==> src/core/cms_pkg.sv <==
// Purpose: shared constants and types for the cell monitor sample sequencer
// Assumes: 40 MHz clock, 14-bit converter results
// Notes: channels 0..15 are cells, 16..23 auxiliary analog channels
`default_nettype none
package cms_pkg;
  // ---------------------------------------------------------------
  // channel counts and widths
  // ---------------------------------------------------------------
  localparam int CELL_N = 16;
  localparam int AUX_N = 8;
  localparam int DIG_N = 6;
  localparam int ACH_N = 24;
  localparam int RES_W = 14;
  localparam int OSR_LOG_MAX = 5;
  localparam int ACC_W = RES_W + OSR_LOG_MAX;
  localparam int MAX_DEVICES = 6;
  localparam int CELLS_MAX = 96;
  localparam logic [4:0] CH_LAST = 5'h17;
  localparam logic [4:0] AUX_BASE = 5'h10;
  localparam logic [2:0] OSR_LOG_TOP = 3'h5;
  // ---------------------------------------------------------------
  // timing
  // ---------------------------------------------------------------
  localparam int CLK_NS = 25;
  localparam int SAMP_MIN_NS = 4130;
  localparam int SAMP_MAX_NS = 1000080;
  localparam int SAMP_MIN_CYC = (SAMP_MIN_NS + CLK_NS - 1) / CLK_NS;
  localparam int SAMP_MAX_CYC = SAMP_MAX_NS / CLK_NS;
  // ---------------------------------------------------------------
  // types and reset values
  // ---------------------------------------------------------------
  typedef struct packed {
    logic [CELL_N-1:0] cell_uv;
    logic [CELL_N-1:0] cell_ov;
    logic [AUX_N-1:0] aux_uv;
    logic [AUX_N-1:0] aux_ov;
    logic [CELL_N-1:0] cmp_uv;
    logic [CELL_N-1:0] cmp_ov;
    logic [DIG_N-1:0] dig;
  } cms_fault_t;
  typedef struct packed {
    logic [ACH_N-1:0] chan_sel;
    logic [2:0] osr_log;
    logic [15:0] samp_cyc;
  } cms_seq_cfg_t;
  typedef struct packed {
    logic [RES_W-1:0] uv;
    logic [RES_W-1:0] ov;
  } cms_lim_t;
  typedef enum logic [1:0] {S_IDLE, S_SETTLE, S_CONV, S_STORE} cms_state_t;
  localparam cms_fault_t FAULT_RST = '0;
endpackage
`default_nettype wire

==> src/core/cms_avg.sv <==
// Purpose: oversampling accumulator, reports the mean of the samples taken
// Assumes: sample count is a power of two given by its log
// Notes: clear and add in one cycle starts a fresh sum with that sample
`default_nettype none
module cms_avg
  import cms_pkg::*;
(
  input wire logic clk_in,
  input wire logic rst_in,
  input wire logic clr_in,
  input wire logic add_in,
  input wire logic [RES_W-1:0] sample_in,
  input wire logic [2:0] shift_in,
  output logic [RES_W-1:0] avg_out
);
  logic [ACC_W-1:0] acc_reg;
  logic [ACC_W-1:0] acc_next;

  always_comb
  begin
    acc_next = clr_in ? '0 : acc_reg;
    if (add_in)
    begin
      acc_next = acc_next + ACC_W'(sample_in);
    end
  end

  always_ff @(posedge clk_in)
  begin
    if (rst_in)
      acc_reg <= '0;
    else
      acc_reg <= acc_next;
  end

  logic [ACC_W-1:0] shifted;
  assign shifted = acc_reg >> shift_in;
  assign avg_out = shifted[RES_W-1:0];
endmodule
`default_nettype wire

==> src/core/cms_seq.sv <==
// Purpose: conversion sequencer, limit checks and fault logic of a stack monitor
// Assumes: converter handshake runs on clk_in; pins and comparators are asynchronous
// Notes: fault flags stay set until cleared; a new event beats a clear
`default_nettype none
module cms_seq
  import cms_pkg::*;
#(
  parameter logic [15:0] SAMP_MAX_P = 16'(SAMP_MAX_CYC)
)
(
  input wire logic clk_in,
  input wire logic rst_in,
  input wire logic start_in,
  input wire cms_seq_cfg_t seq_cfg_in,
  input wire cms_lim_t cell_lim_in,
  input wire cms_lim_t [AUX_N-1:0] aux_lim_in,
  input wire logic [DIG_N-1:0] dig_pin_in,
  input wire logic [DIG_N-1:0] dig_en_in,
  input wire logic [DIG_N-1:0] dig_rise_in,
  input wire logic [CELL_N-1:0] cmp_uv_pin_in,
  input wire logic [CELL_N-1:0] cmp_ov_pin_in,
  input wire cms_fault_t fault_mask_in,
  input wire cms_fault_t fault_clr_in,
  input wire logic wake_cmd_in,
  input wire logic sleep_cmd_in,
  input wire logic [2:0] dev_addr_in,
  input wire logic adc_done_in,
  input wire logic [RES_W-1:0] adc_data_in,
  input wire logic [4:0] rd_idx_in,
  output logic adc_start_out,
  output logic [4:0] adc_ch_out,
  output logic busy_out,
  output logic done_out,
  output logic [RES_W-1:0] rd_data_out,
  output cms_fault_t fault_flags_out,
  output logic fault_pin_out,
  output logic awake_out,
  output logic wake_fwd_out,
  output logic addr_ok_out
);
  // ---------------------------------------------------------------
  // helpers
  // ---------------------------------------------------------------
  // highest selected channel below lim; bit 5 says one was found
  function automatic logic [5:0] next_ch(input logic [ACH_N-1:0] sel, input int lim);
    logic [5:0] r;
    r = '0;
    for (int i = 0; i < ACH_N; i++)
    begin
      if (sel[i] && i < lim)
        r = {1'b1, 5'(i)};
    end
    return r;
  endfunction

  cms_state_t state_reg;
  cms_state_t state_next;
  logic [4:0] ch_reg;
  logic [15:0] cnt_reg;
  logic [5:0] os_reg;
  logic pd_reg;
  cms_fault_t fault_reg;
  cms_fault_t fault_set;
  logic [RES_W-1:0] res_mem [ACH_N];
  logic [RES_W-1:0] avg;
  logic [5:0] first_sel;
  logic [5:0] after_sel;
  logic [15:0] samp_eff;
  logic [2:0] osr_eff;
  logic [5:0] os_last;
  logic samp_end;
  logic conv_last;

  // ---------------------------------------------------------------
  // input synchronisers
  // ---------------------------------------------------------------
  logic [DIG_N-1:0] dig_s1;
  logic [DIG_N-1:0] dig_s2;
  logic [DIG_N-1:0] dig_prev;
  logic [CELL_N-1:0] cuv_s1;
  logic [CELL_N-1:0] cuv_s2;
  logic [CELL_N-1:0] cov_s1;
  logic [CELL_N-1:0] cov_s2;
  logic [1:0] dig_arm_reg;

  always_ff @(posedge clk_in)
  begin
    if (rst_in)
    begin
      dig_s1 <= '0;
      dig_s2 <= '0;
      dig_prev <= '0;
      cuv_s1 <= '0;
      cuv_s2 <= '0;
      cov_s1 <= '0;
      cov_s2 <= '0;
    end
    else
    begin
      dig_s1 <= dig_pin_in;
      dig_s2 <= dig_s1;
      dig_prev <= dig_s2;
      cuv_s1 <= cmp_uv_pin_in;
      cuv_s2 <= cuv_s1;
      cov_s1 <= cmp_ov_pin_in;
      cov_s2 <= cov_s1;
    end
  end

  // edges count only once the chain holds real pin levels, so a pin
  // that idles high gives no false edge after reset
  always_ff @(posedge clk_in)
  begin
    if (rst_in)
      dig_arm_reg <= '0;
    else if (dig_arm_reg != 2'h3)
      dig_arm_reg <= dig_arm_reg + 2'h1;
  end

  // ---------------------------------------------------------------
  // sequencer
  // ---------------------------------------------------------------
  assign first_sel = next_ch(seq_cfg_in.chan_sel, ACH_N);
  assign after_sel = next_ch(seq_cfg_in.chan_sel, int'(ch_reg));
  assign samp_eff = (seq_cfg_in.samp_cyc < 16'(SAMP_MIN_CYC)) ? 16'(SAMP_MIN_CYC) :
                    (seq_cfg_in.samp_cyc > SAMP_MAX_P) ? SAMP_MAX_P : seq_cfg_in.samp_cyc;
  assign osr_eff = (seq_cfg_in.osr_log > OSR_LOG_TOP) ? OSR_LOG_TOP : seq_cfg_in.osr_log;
  assign os_last = 6'((7'h01 << osr_eff) - 7'h01);
  assign samp_end = (cnt_reg == samp_eff - 16'h0001);
  assign conv_last = adc_done_in && (os_reg == os_last);

  always_comb
  begin
    state_next = state_reg;
    case (state_reg)
      S_IDLE:
        if (start_in && !pd_reg && first_sel[5])
          state_next = S_SETTLE;
      S_SETTLE:
        if (samp_end)
          state_next = S_CONV;
      S_CONV:
        if (conv_last)
          state_next = S_STORE;
        else if (adc_done_in)
          state_next = S_SETTLE;
      S_STORE:
        state_next = after_sel[5] ? S_SETTLE : S_IDLE;
      default:
        state_next = S_IDLE;
    endcase
  end

  always_ff @(posedge clk_in)
  begin
    if (rst_in)
      state_reg <= S_IDLE;
    else
      state_reg <= state_next;
  end

  always_ff @(posedge clk_in)
  begin
    if (rst_in)
    begin
      ch_reg <= CH_LAST;
      cnt_reg <= '0;
      os_reg <= '0;
    end
    else
    begin
      if (state_reg == S_IDLE)
        ch_reg <= first_sel[4:0];
      else if (state_reg == S_STORE)
        ch_reg <= after_sel[4:0];
      cnt_reg <= (state_reg == S_SETTLE && !samp_end) ? cnt_reg + 16'h0001 : '0;
      if (state_reg == S_STORE || state_reg == S_IDLE)
        os_reg <= '0;
      else if (state_reg == S_CONV && adc_done_in)
        os_reg <= os_reg + 6'h01;
    end
  end

  always_ff @(posedge clk_in)
  begin
    if (rst_in)
    begin
      adc_start_out <= 1'b0;
      done_out <= 1'b0;
    end
    else
    begin
      adc_start_out <= (state_reg == S_SETTLE) && samp_end;
      done_out <= (state_reg == S_STORE) && !after_sel[5];
    end
  end

  assign adc_ch_out = ch_reg;
  assign busy_out = (state_reg != S_IDLE);

  cms_avg u_avg (
    .clk_in(clk_in),
    .rst_in(rst_in),
    .clr_in(state_reg == S_STORE || state_reg == S_IDLE),
    .add_in(state_reg == S_CONV && adc_done_in),
    .sample_in(adc_data_in),
    .shift_in(osr_eff),
    .avg_out(avg)
  );

  // ---------------------------------------------------------------
  // result store
  // ---------------------------------------------------------------
  always_ff @(posedge clk_in)
  begin
    if (rst_in)
    begin
      for (int i = 0; i < ACH_N; i++)
        res_mem[i] <= '0;
      rd_data_out <= '0;
    end
    else
    begin
      if (state_reg == S_STORE)
        res_mem[ch_reg] <= avg;
      rd_data_out <= (rd_idx_in <= CH_LAST) ? res_mem[rd_idx_in] : '0;
    end
  end

  // ---------------------------------------------------------------
  // faults
  // ---------------------------------------------------------------
  always_comb
  begin
    fault_set = FAULT_RST;
    if (state_reg == S_STORE)
    begin
      if (ch_reg < AUX_BASE)
      begin
        fault_set.cell_uv[ch_reg[3:0]] = (avg < cell_lim_in.uv);
        fault_set.cell_ov[ch_reg[3:0]] = (avg > cell_lim_in.ov);
      end
      else
      begin
        fault_set.aux_uv[ch_reg[2:0]] = (avg <= aux_lim_in[ch_reg[2:0]].uv);
        fault_set.aux_ov[ch_reg[2:0]] = (avg >= aux_lim_in[ch_reg[2:0]].ov);
      end
    end
    fault_set.cmp_uv = cuv_s2;
    fault_set.cmp_ov = cov_s2;
    if (dig_arm_reg == 2'h3)
    begin
      fault_set.dig = dig_en_in & ((dig_rise_in & dig_s2 & ~dig_prev) |
                                   (~dig_rise_in & ~dig_s2 & dig_prev));
    end
  end

  always_ff @(posedge clk_in)
  begin
    if (rst_in)
      fault_reg <= FAULT_RST;
    else
      fault_reg <= (fault_reg & ~fault_clr_in) | fault_set;
  end

  always_ff @(posedge clk_in)
  begin
    if (rst_in)
      fault_pin_out <= 1'b0;
    else
      fault_pin_out <= |(fault_reg & fault_mask_in);
  end

  assign fault_flags_out = fault_reg;

  // ---------------------------------------------------------------
  // power state and chain
  // ---------------------------------------------------------------
  always_ff @(posedge clk_in)
  begin
    if (rst_in)
    begin
      pd_reg <= 1'b1;
      wake_fwd_out <= 1'b0;
      addr_ok_out <= 1'b0;
    end
    else
    begin
      if (wake_cmd_in)
        pd_reg <= 1'b0;
      else if (sleep_cmd_in)
        pd_reg <= 1'b1;
      wake_fwd_out <= wake_cmd_in;
      addr_ok_out <= (dev_addr_in < 3'(MAX_DEVICES));
    end
  end

  assign awake_out = !pd_reg;

  // ---------------------------------------------------------------
  // checks
  // ---------------------------------------------------------------
  a_pin_masked: assert property (@(posedge clk_in) disable iff (rst_in)
    fault_pin_out == $past(|(fault_reg & fault_mask_in)))
    else $error("fault pin does not follow masked faults");
  a_fault_sticky: assert property (@(posedge clk_in) disable iff (rst_in)
    (fault_reg != FAULT_RST && fault_clr_in == FAULT_RST) |=> ((fault_reg & $past(fault_reg)) == $past(fault_reg)))
    else $error("fault bit dropped without a clear");
  a_set_wins: assert property (@(posedge clk_in) disable iff (rst_in)
    (cuv_s2 != '0) |=> ((fault_reg.cmp_uv & $past(cuv_s2)) == $past(cuv_s2)))
    else $error("comparator fault lost to a clear");
  a_samp_min: assert property (@(posedge clk_in) disable iff (rst_in)
    $rose(adc_start_out) |-> $past(cnt_reg) >= 16'(SAMP_MIN_CYC - 1))
    else $error("conversion started before the minimum sample time");
  a_desc_order: assert property (@(posedge clk_in) disable iff (rst_in)
    (state_reg == S_STORE) |=> (state_reg != S_SETTLE || ch_reg < $past(ch_reg)))
    else $error("channels not converted in descending order");
  a_wake_exit: assert property (@(posedge clk_in) disable iff (rst_in)
    wake_cmd_in |=> (awake_out && wake_fwd_out))
    else $error("wake command did not leave power down");
  a_pd_idle: assert property (@(posedge clk_in) disable iff (rst_in)
    (pd_reg && state_reg == S_IDLE) |=> state_reg == S_IDLE)
    else $error("sequence started while powered down");
  a_dig_edge: assert property (@(posedge clk_in) disable iff (rst_in)
    (dig_arm_reg == 2'h3 && dig_en_in[0] && dig_rise_in[0] == dig_s2[0] &&
     dig_s2[0] != dig_prev[0]) |=> fault_reg.dig[0])
    else $error("selected edge fault missed");
  a_osr_count: assert property (@(posedge clk_in) disable iff (rst_in)
    (state_reg == S_STORE) |-> $past(os_reg) == os_last)
    else $error("store without the full oversample count");
endmodule
`default_nettype wire

==> config.mk <==
export PLATFORM = sky130hd
export DESIGN_NAME = cms_seq
export DESIGN_NICKNAME = d
export VERILOG_FILES = /design/src/core/cms_pkg.sv /design/src/core/cms_avg.sv /design/src/core/cms_seq.sv
export SDC_FILE = /design/constraint.sdc
export NUM_CORES = 1
export LEC_CHECK = 0
export BUFFER_PORTS_ARGS = -buffer_cell sky130_fd_sc_hd__buf_4
export CORE_AREA = 4 4 257 259
export DETAILED_ROUTE_END_ITERATION = 8
export DIE_AREA = 0 0 261 263
export PLACE_DENSITY = 0.68
export SETUP_SLACK_MARGIN = 0.5
export SYNTH_ARGS = -nofsm -noshare
export SYNTH_HDL_FRONTEND = slang
export SYNTH_SLANG_ARGS = --single-unit
export TNS_END_PERCENT = 30
==> constraint.sdc <==
create_clock -name clk_in -period 6.8 [get_ports clk_in]
set_input_delay 1.36 -clock clk_in [delete_from_list [all_inputs] [get_ports clk_in]]
set_output_delay 1.36 -clock clk_in [all_outputs]
set_load 0.01 [all_outputs]
==> impl_metrics.ini, run 1 <==
[flow_run]
max_cap_violations = 0

[synthesis]
ys_warn_count = 0
synth_edf_count = 336
synthFlopType = edfxtp_1
yosysUniqueCellTypes = 76
ys_ff_latch = 574
synth_nets = 3210
synthCells = 2586
yosys.area.top_type_share_pct = 35.3
synth.area.top_cells = edfxtp_1, dfxtp_1, mux4_2, nor2_1, ha_1
synth_largest_area_cell = edfxtp_1
synthesis.area_sq_um = 28600
async_flop_share_pct = 0
avgSynthCellArea_sq_um = 11.0
yosysSeqAreaShare_pct = 52.0

[place]
place_congestion = 1.01
dp_cells = 3969
dp_hpwl_mm = 96.4
dp_slack_ns = 0.729
port_buffers = 655

[clocking]
post-cts-setup-buffers = 0
clock-sinks = 574
root_buffer = clkbuf_16
ctsResizeCount = 0
hold_buffers = 0
insertion_delay_ns = 0.65
htreeDepth = 2
clk_path_buf_depth = 3
cts_tree = done
clk_pin_slew_ns = 0.07
numCtsBuffers = 59

[final_layout]
largest_register_ffs = 336
final_common_cell = buf_4
final_cell_mix = buf_4, nor2_1, edfxtp_1, dfxtp_1, mux4_2
drive_gt1_share_pct = 30.8
fin_cells = 4120
fin_nets = 3799
syn2layout_area_growth_pct = 27.4

[timing]
maxSlewHeadroom_pct = 19.7
finalSetupViolCount = 0
min_period_over_period_pct = 80.1
rsz0062_at_grt = false
tns_ns = 0
drv_slew = 0
hold_slack_ns = 0.435
fin_skew_ns = 0.0316
timing.final.ws_setup_ns = 1.35
hold_viol_final = 0
min_period_ns = 5.45
tightest_slew_ns = 1.20
fmax_ghz = 0.184

[setup_path]
worstPathMaxFanout = 22
r2r_setup_slack_ns = 1.96
endpoint_kind = flip-flop
startpoint_type = input pin
required_ns = 7.34
crit_arrival_ns = 5.98
crit_type = input pin to flip-flop

[detailed_routing]
wl_per_cell_um = 29.8
final_antenna_net_count = 0
dr_wl_met3_mm = 11.0
num_vias = 24100
wirelength_mm = 123
wl_met1_mm = 42.0
highest_layer = met5
route.met2.wl_mm = 59.7
vias_per_cell = 5.85
first_pass_iters = 6
drc = 0
drt_iter0_markers = 2481

[power]
peakVddDrop_v = 0.000213
power_density_nw_per_um2 = 263
p_leak_nw = 14.9

[floorplan]
initial_core_util_pct = 44.7
die_y_um = 263
num_rows = 93
die_w_um = 261
die-area_sq_um = 68600
ios = 657
fp.coreArea_sq_um = 63900

[grt]
grt_pass1_vias = 23900
grt_overflow = 0
grt_pass1_wl_mm = 170
grt_max_degree = 96
antenna_found_initial = 51
track_usage_pct = 34.7

[min_path]
hold_path.class = flip-flop to flip-flop

[run_status]
outcome = completed
cells in the mapped netlist (17+ instances only):
library cell and number:
ha_1 78, and3_1 17, edfxtp_1 336, mux2_2 18, nor3_1 19, nand2_1 144
o21ai_0 66, a22oi_1 50, clkbuf_1 126, mux2i_1 44, a21oi_1 118, a21o_1 19
nor2b_1 102, dfxtp_1 238, buf_1 30, mux4_2 154, nand3_1 32, xnor2_1 27
nand4_1 30, and2_1 18, nor2_1 520, inv_1 130, xor2_1 27, nand2b_1 36
layer usage:
metal,track usage (%),vias to the layer above
li1,-,10600
met1,40.5,11800
met2,57.3,1380
met3,7.50,305
met4,23.0,6
met5,0,-
report_power, final:
group / internal (W) / switching (W)
logic: 0.00102 / 0.00115
clock network: 0.00194 / 0.00142
registers: 0.00380 / 0.000244
total: 0.00677 / 0.00282
stage by stage:
step	util [%]	total power (W)	area [sq um]
final	57.0	0.00959	36400
after global routing	57.0	0.00993	36400
after global placement	53.7	0.00623	34300
after detailed placement	53.7	0.00627	34300
after floorplan	-	0.00534	28600
after CTS	56.8	0.00960	36300
critical path, stage by stage:
cell and delay (ns):
buf_4 0.20, a21oi_1 0.48, buf_4 0.31, mux2i_1 0.29, nand2_1 0.10, a31oi_2 0.72
inv_1 0.37, ha_1 0.42, a21oi_1 0.20, nand2_1 0.07, o21ai_0 0.30, nand3_1 0.69
o21ai_0 0.43
area by class of cell:
| type | count | area (sq um) |
|---|---|---|
| clock buffers | 78 | 1660 |
| inverters | 131 | 492 |
| fillers | 5465 | 27500 |
| repair buffers | 688 | 5180 |
| multi-input cells | 1721 | 12700 |
| clock inverters | 33 | 353 |
| flip-flops and latches | 574 | 14900 |
| diodes | 40 | 100 |
| well taps | 855 | 1070 |
cells by family after synthesis:
kind of cell | after synthesis | synth area share [%]
compound gates | 403 | 9.26
xor+xnor | 54 | 1.66
fa+ha+maj | 79 | 3.49
buf+inv | 291 | 3.88
flops | 574 | 52.0
mux | 216 | 14.4
simple gates | 969 | 15.3
final timing paths:
path	startpoint	cells after the start	to
worst max-delay path	seq_cfg_in[18]	13	fault_flags_out[47]
worst max register to register	adc_ch_out[0]	13	fault_flags_out[47]
worst min register to register	cuv_s2[14]	2	fault_flags_out[36]
worst min-delay path	cuv_s2[14]	2	fault_flags_out[36]
Power figures use the tool's default switching activity.
==> run 2, diff against run 1 <==
==> constraint.sdc (replaced) <==
create_clock -name clk_in -period 5.16 [get_ports clk_in]
set_input_delay 1.032 -clock clk_in [delete_from_list [all_inputs] [get_ports clk_in]]
set_output_delay 1.032 -clock clk_in [all_outputs]
set_load 0.01 [all_outputs]
==> impl_metrics.ini, run 2 (synthesis results as in run 1) <==
[run_status]
outcome = completed

[clocking]
numCtsBuffers = 59
hold_buffers = 0
clk_path_buf_depth = 3
root_buffer = clkbuf_16
insertion_delay_ns = 0.63
htreeDepth = 2
clk_pin_slew_ns = 0.07
cts_tree = done
clock-sinks = 574

[place]
dp_hpwl_mm = 100
dp_cells = 4008
port_buffers = 655
placed_area_sq_um = 34600
place_congestion = 1.05

[setup_path]
rr_endpoint = u_avg.acc_reg[14]
startpoint_type = input pin
r2r_setup_slack_ns = 1.03
crit_chain = buf_4 -> or4_4 -> a311oi_4 -> nand2_1 -> o21ai_0 -> ha_1 -> o21ai_0 -> nor4_1 -> nor3_1 -> o41ai_1 -> nor4_2 -> buf_4 -> or3_1 -> nor2_1
r2r_start = state_reg[0]
max_stage_delay_ns = 0.56
worstPathMaxFanout = 16
crit_arrival_ns = 4.92
slowest_stage = or3_1
required_ns = 5.69
crit_type = input pin to flip-flop
worst_r2r_path_depth = 15
endpoint_kind = flip-flop

[power]
power_density_nw_per_um2 = 345
power_frac_clock_pct = 35.1
seqPwrFrac_pct = 41.6
power.share.switching_pct = 29.3
p_leak_nw = 15.1
peakVddDrop_v = 0.000211
comb_power_share_pct = 23.3
cell_internal_pwr_w = 0.00898
switching_power_w = 0.00371

[timing]
fin_skew_ns = 0.0215
rsz0062_at_grt = false
tightest_slew_ns = 1.21
maxSlewHeadroom_pct = 19.4
drv_slew = 0
finalSetupViolCount = 0
hold_viol_final = 0
fmax_ghz = 0.228
min_period_ns = 4.39
tns_ns = 0
min_period_over_period_pct = 85.0

[floorplan]
die-area_sq_um = 68600
die_w_um = 261
num_rows = 93
fp.coreArea_sq_um = 63900
ios = 657
initial_core_util_pct = 44.7
die_y_um = 263

[min_path]
hold_path_startpoint = dig_s1[3]
hold_end = dig_s2[3]
hold_path.class = flip-flop to flip-flop
hold_depth = 1

[final_layout]
fillers = 5477
fin_cells = 4153
final_area_sq_um = 36800
syn2layout_area_growth_pct = 28.7
largest_register_ffs = 336
drive_gt1_share_pct = 31.6
multiInputGateArea_sq_um = 12700
regArea_sq_um = 14900
final_common_cell = buf_4
fin_nets = 3838
final_cell_mix = buf_4, nor2_1, edfxtp_1, dfxtp_1, mux4_2

[detailed_routing]
drc = 0
vias_per_cell = 5.86
wl_per_cell_um = 30.2
num_vias = 24300
final_antenna_net_count = 0
drt_iter0_markers = 3060
first_pass_iters = 7
wirelength_mm = 125

[grt]
use_met3_pct = 7.28
track_usage_pct = 35.4
grt_overflow = 0
use_met2_pct = 58.8
grt_pass1_wl_mm = 173
grt_busiest_layer = met2
grt_max_degree = 90
grt_pass1_vias = 24000
grtUsageMet1_pct = 41.7
antenna_found_initial = 45

[flow_run]
max_cap_violations = 0
[run 2: area by class of cell]
cell class                      count  area share [%]
Tap cell                          855            2.91
Clock inverter                     25           0.620
Inverter                          131            1.34
Antenna cell                       34           0.231
Multi-Input combinational cell   1721            34.5
Sequential cell                   574            40.4
Clock buffer                       86            4.94
Timing Repair Buffer              727            15.0
[run 2: through the flow]
step | util (%) | power, W | worst slack, ns | hold WS (ns)
2_1_floorplan | - | 0.00704 | 0.535 | 0.413
3_3_place_gp | 54.2 | 0.00826 | 0.314 | 0.416
3_5_place_dp | 54.2 | 0.00831 | 0.268 | 0.420
4_1_cts | 57.4 | 0.0127 | 0.843 | 0.434
5_1_grt | 57.5 | 0.0131 | 0.543 | 0.451
6_report | 57.5 | 0.0127 | 0.774 | 0.434
[run 2: power groups by stage]
stage,clock network (W),logic [W],registers [W]
CTS,0.00448,0.00295,0.00529
global placement,0,0.00289,0.00537
global route,0.00468,0.00315,0.00531
floorplan,0,0.00188,0.00517
detailed placement,0,0.00293,0.00538
finish,0.00445,0.00295,0.00529
[run 2: how the worst max path moves through the flow]
stage              startpoint             endpoint  slack [ns]  cells past startpoint
2_1_floorplan  seq_cfg_in[18]  fault_flags_out[46]        0.54                     18
6_report       seq_cfg_in[15]          cnt_reg[15]        0.77                     14
5_1_grt        seq_cfg_in[15]          cnt_reg[15]        0.54                     14
3_5_place_dp   seq_cfg_in[15]           cnt_reg[6]        0.27                     14
3_3_place_gp   seq_cfg_in[15]           cnt_reg[6]        0.31                     14
4_1_cts        seq_cfg_in[15]          cnt_reg[15]        0.84                     14
[run 2: repair_timing]
action	CTS	global route
buffers inserted	0	0
endpoints found under the hold margin	0	0
resized for setup	0	1
setup endpoints to repair	0	2
[run 2: worst max-delay path, delay by kind of cell]
kind                       cells  cell delay, ns
buffers and inverters          2            0.30
AOI/OAI and AO/OA              4            1.25
and+or+nand+nor                7            2.00
adders and majority gates      1            0.32
[run 2: per-layer routing]
metal | up-vias | part of all wire (%)
met5 | - | 0.064
met4 | 12 | 7.4
met3 | 287 | 8.3
met2 | 1340 | 50
met1 | 12100 | 35
li1 | 10600 | -
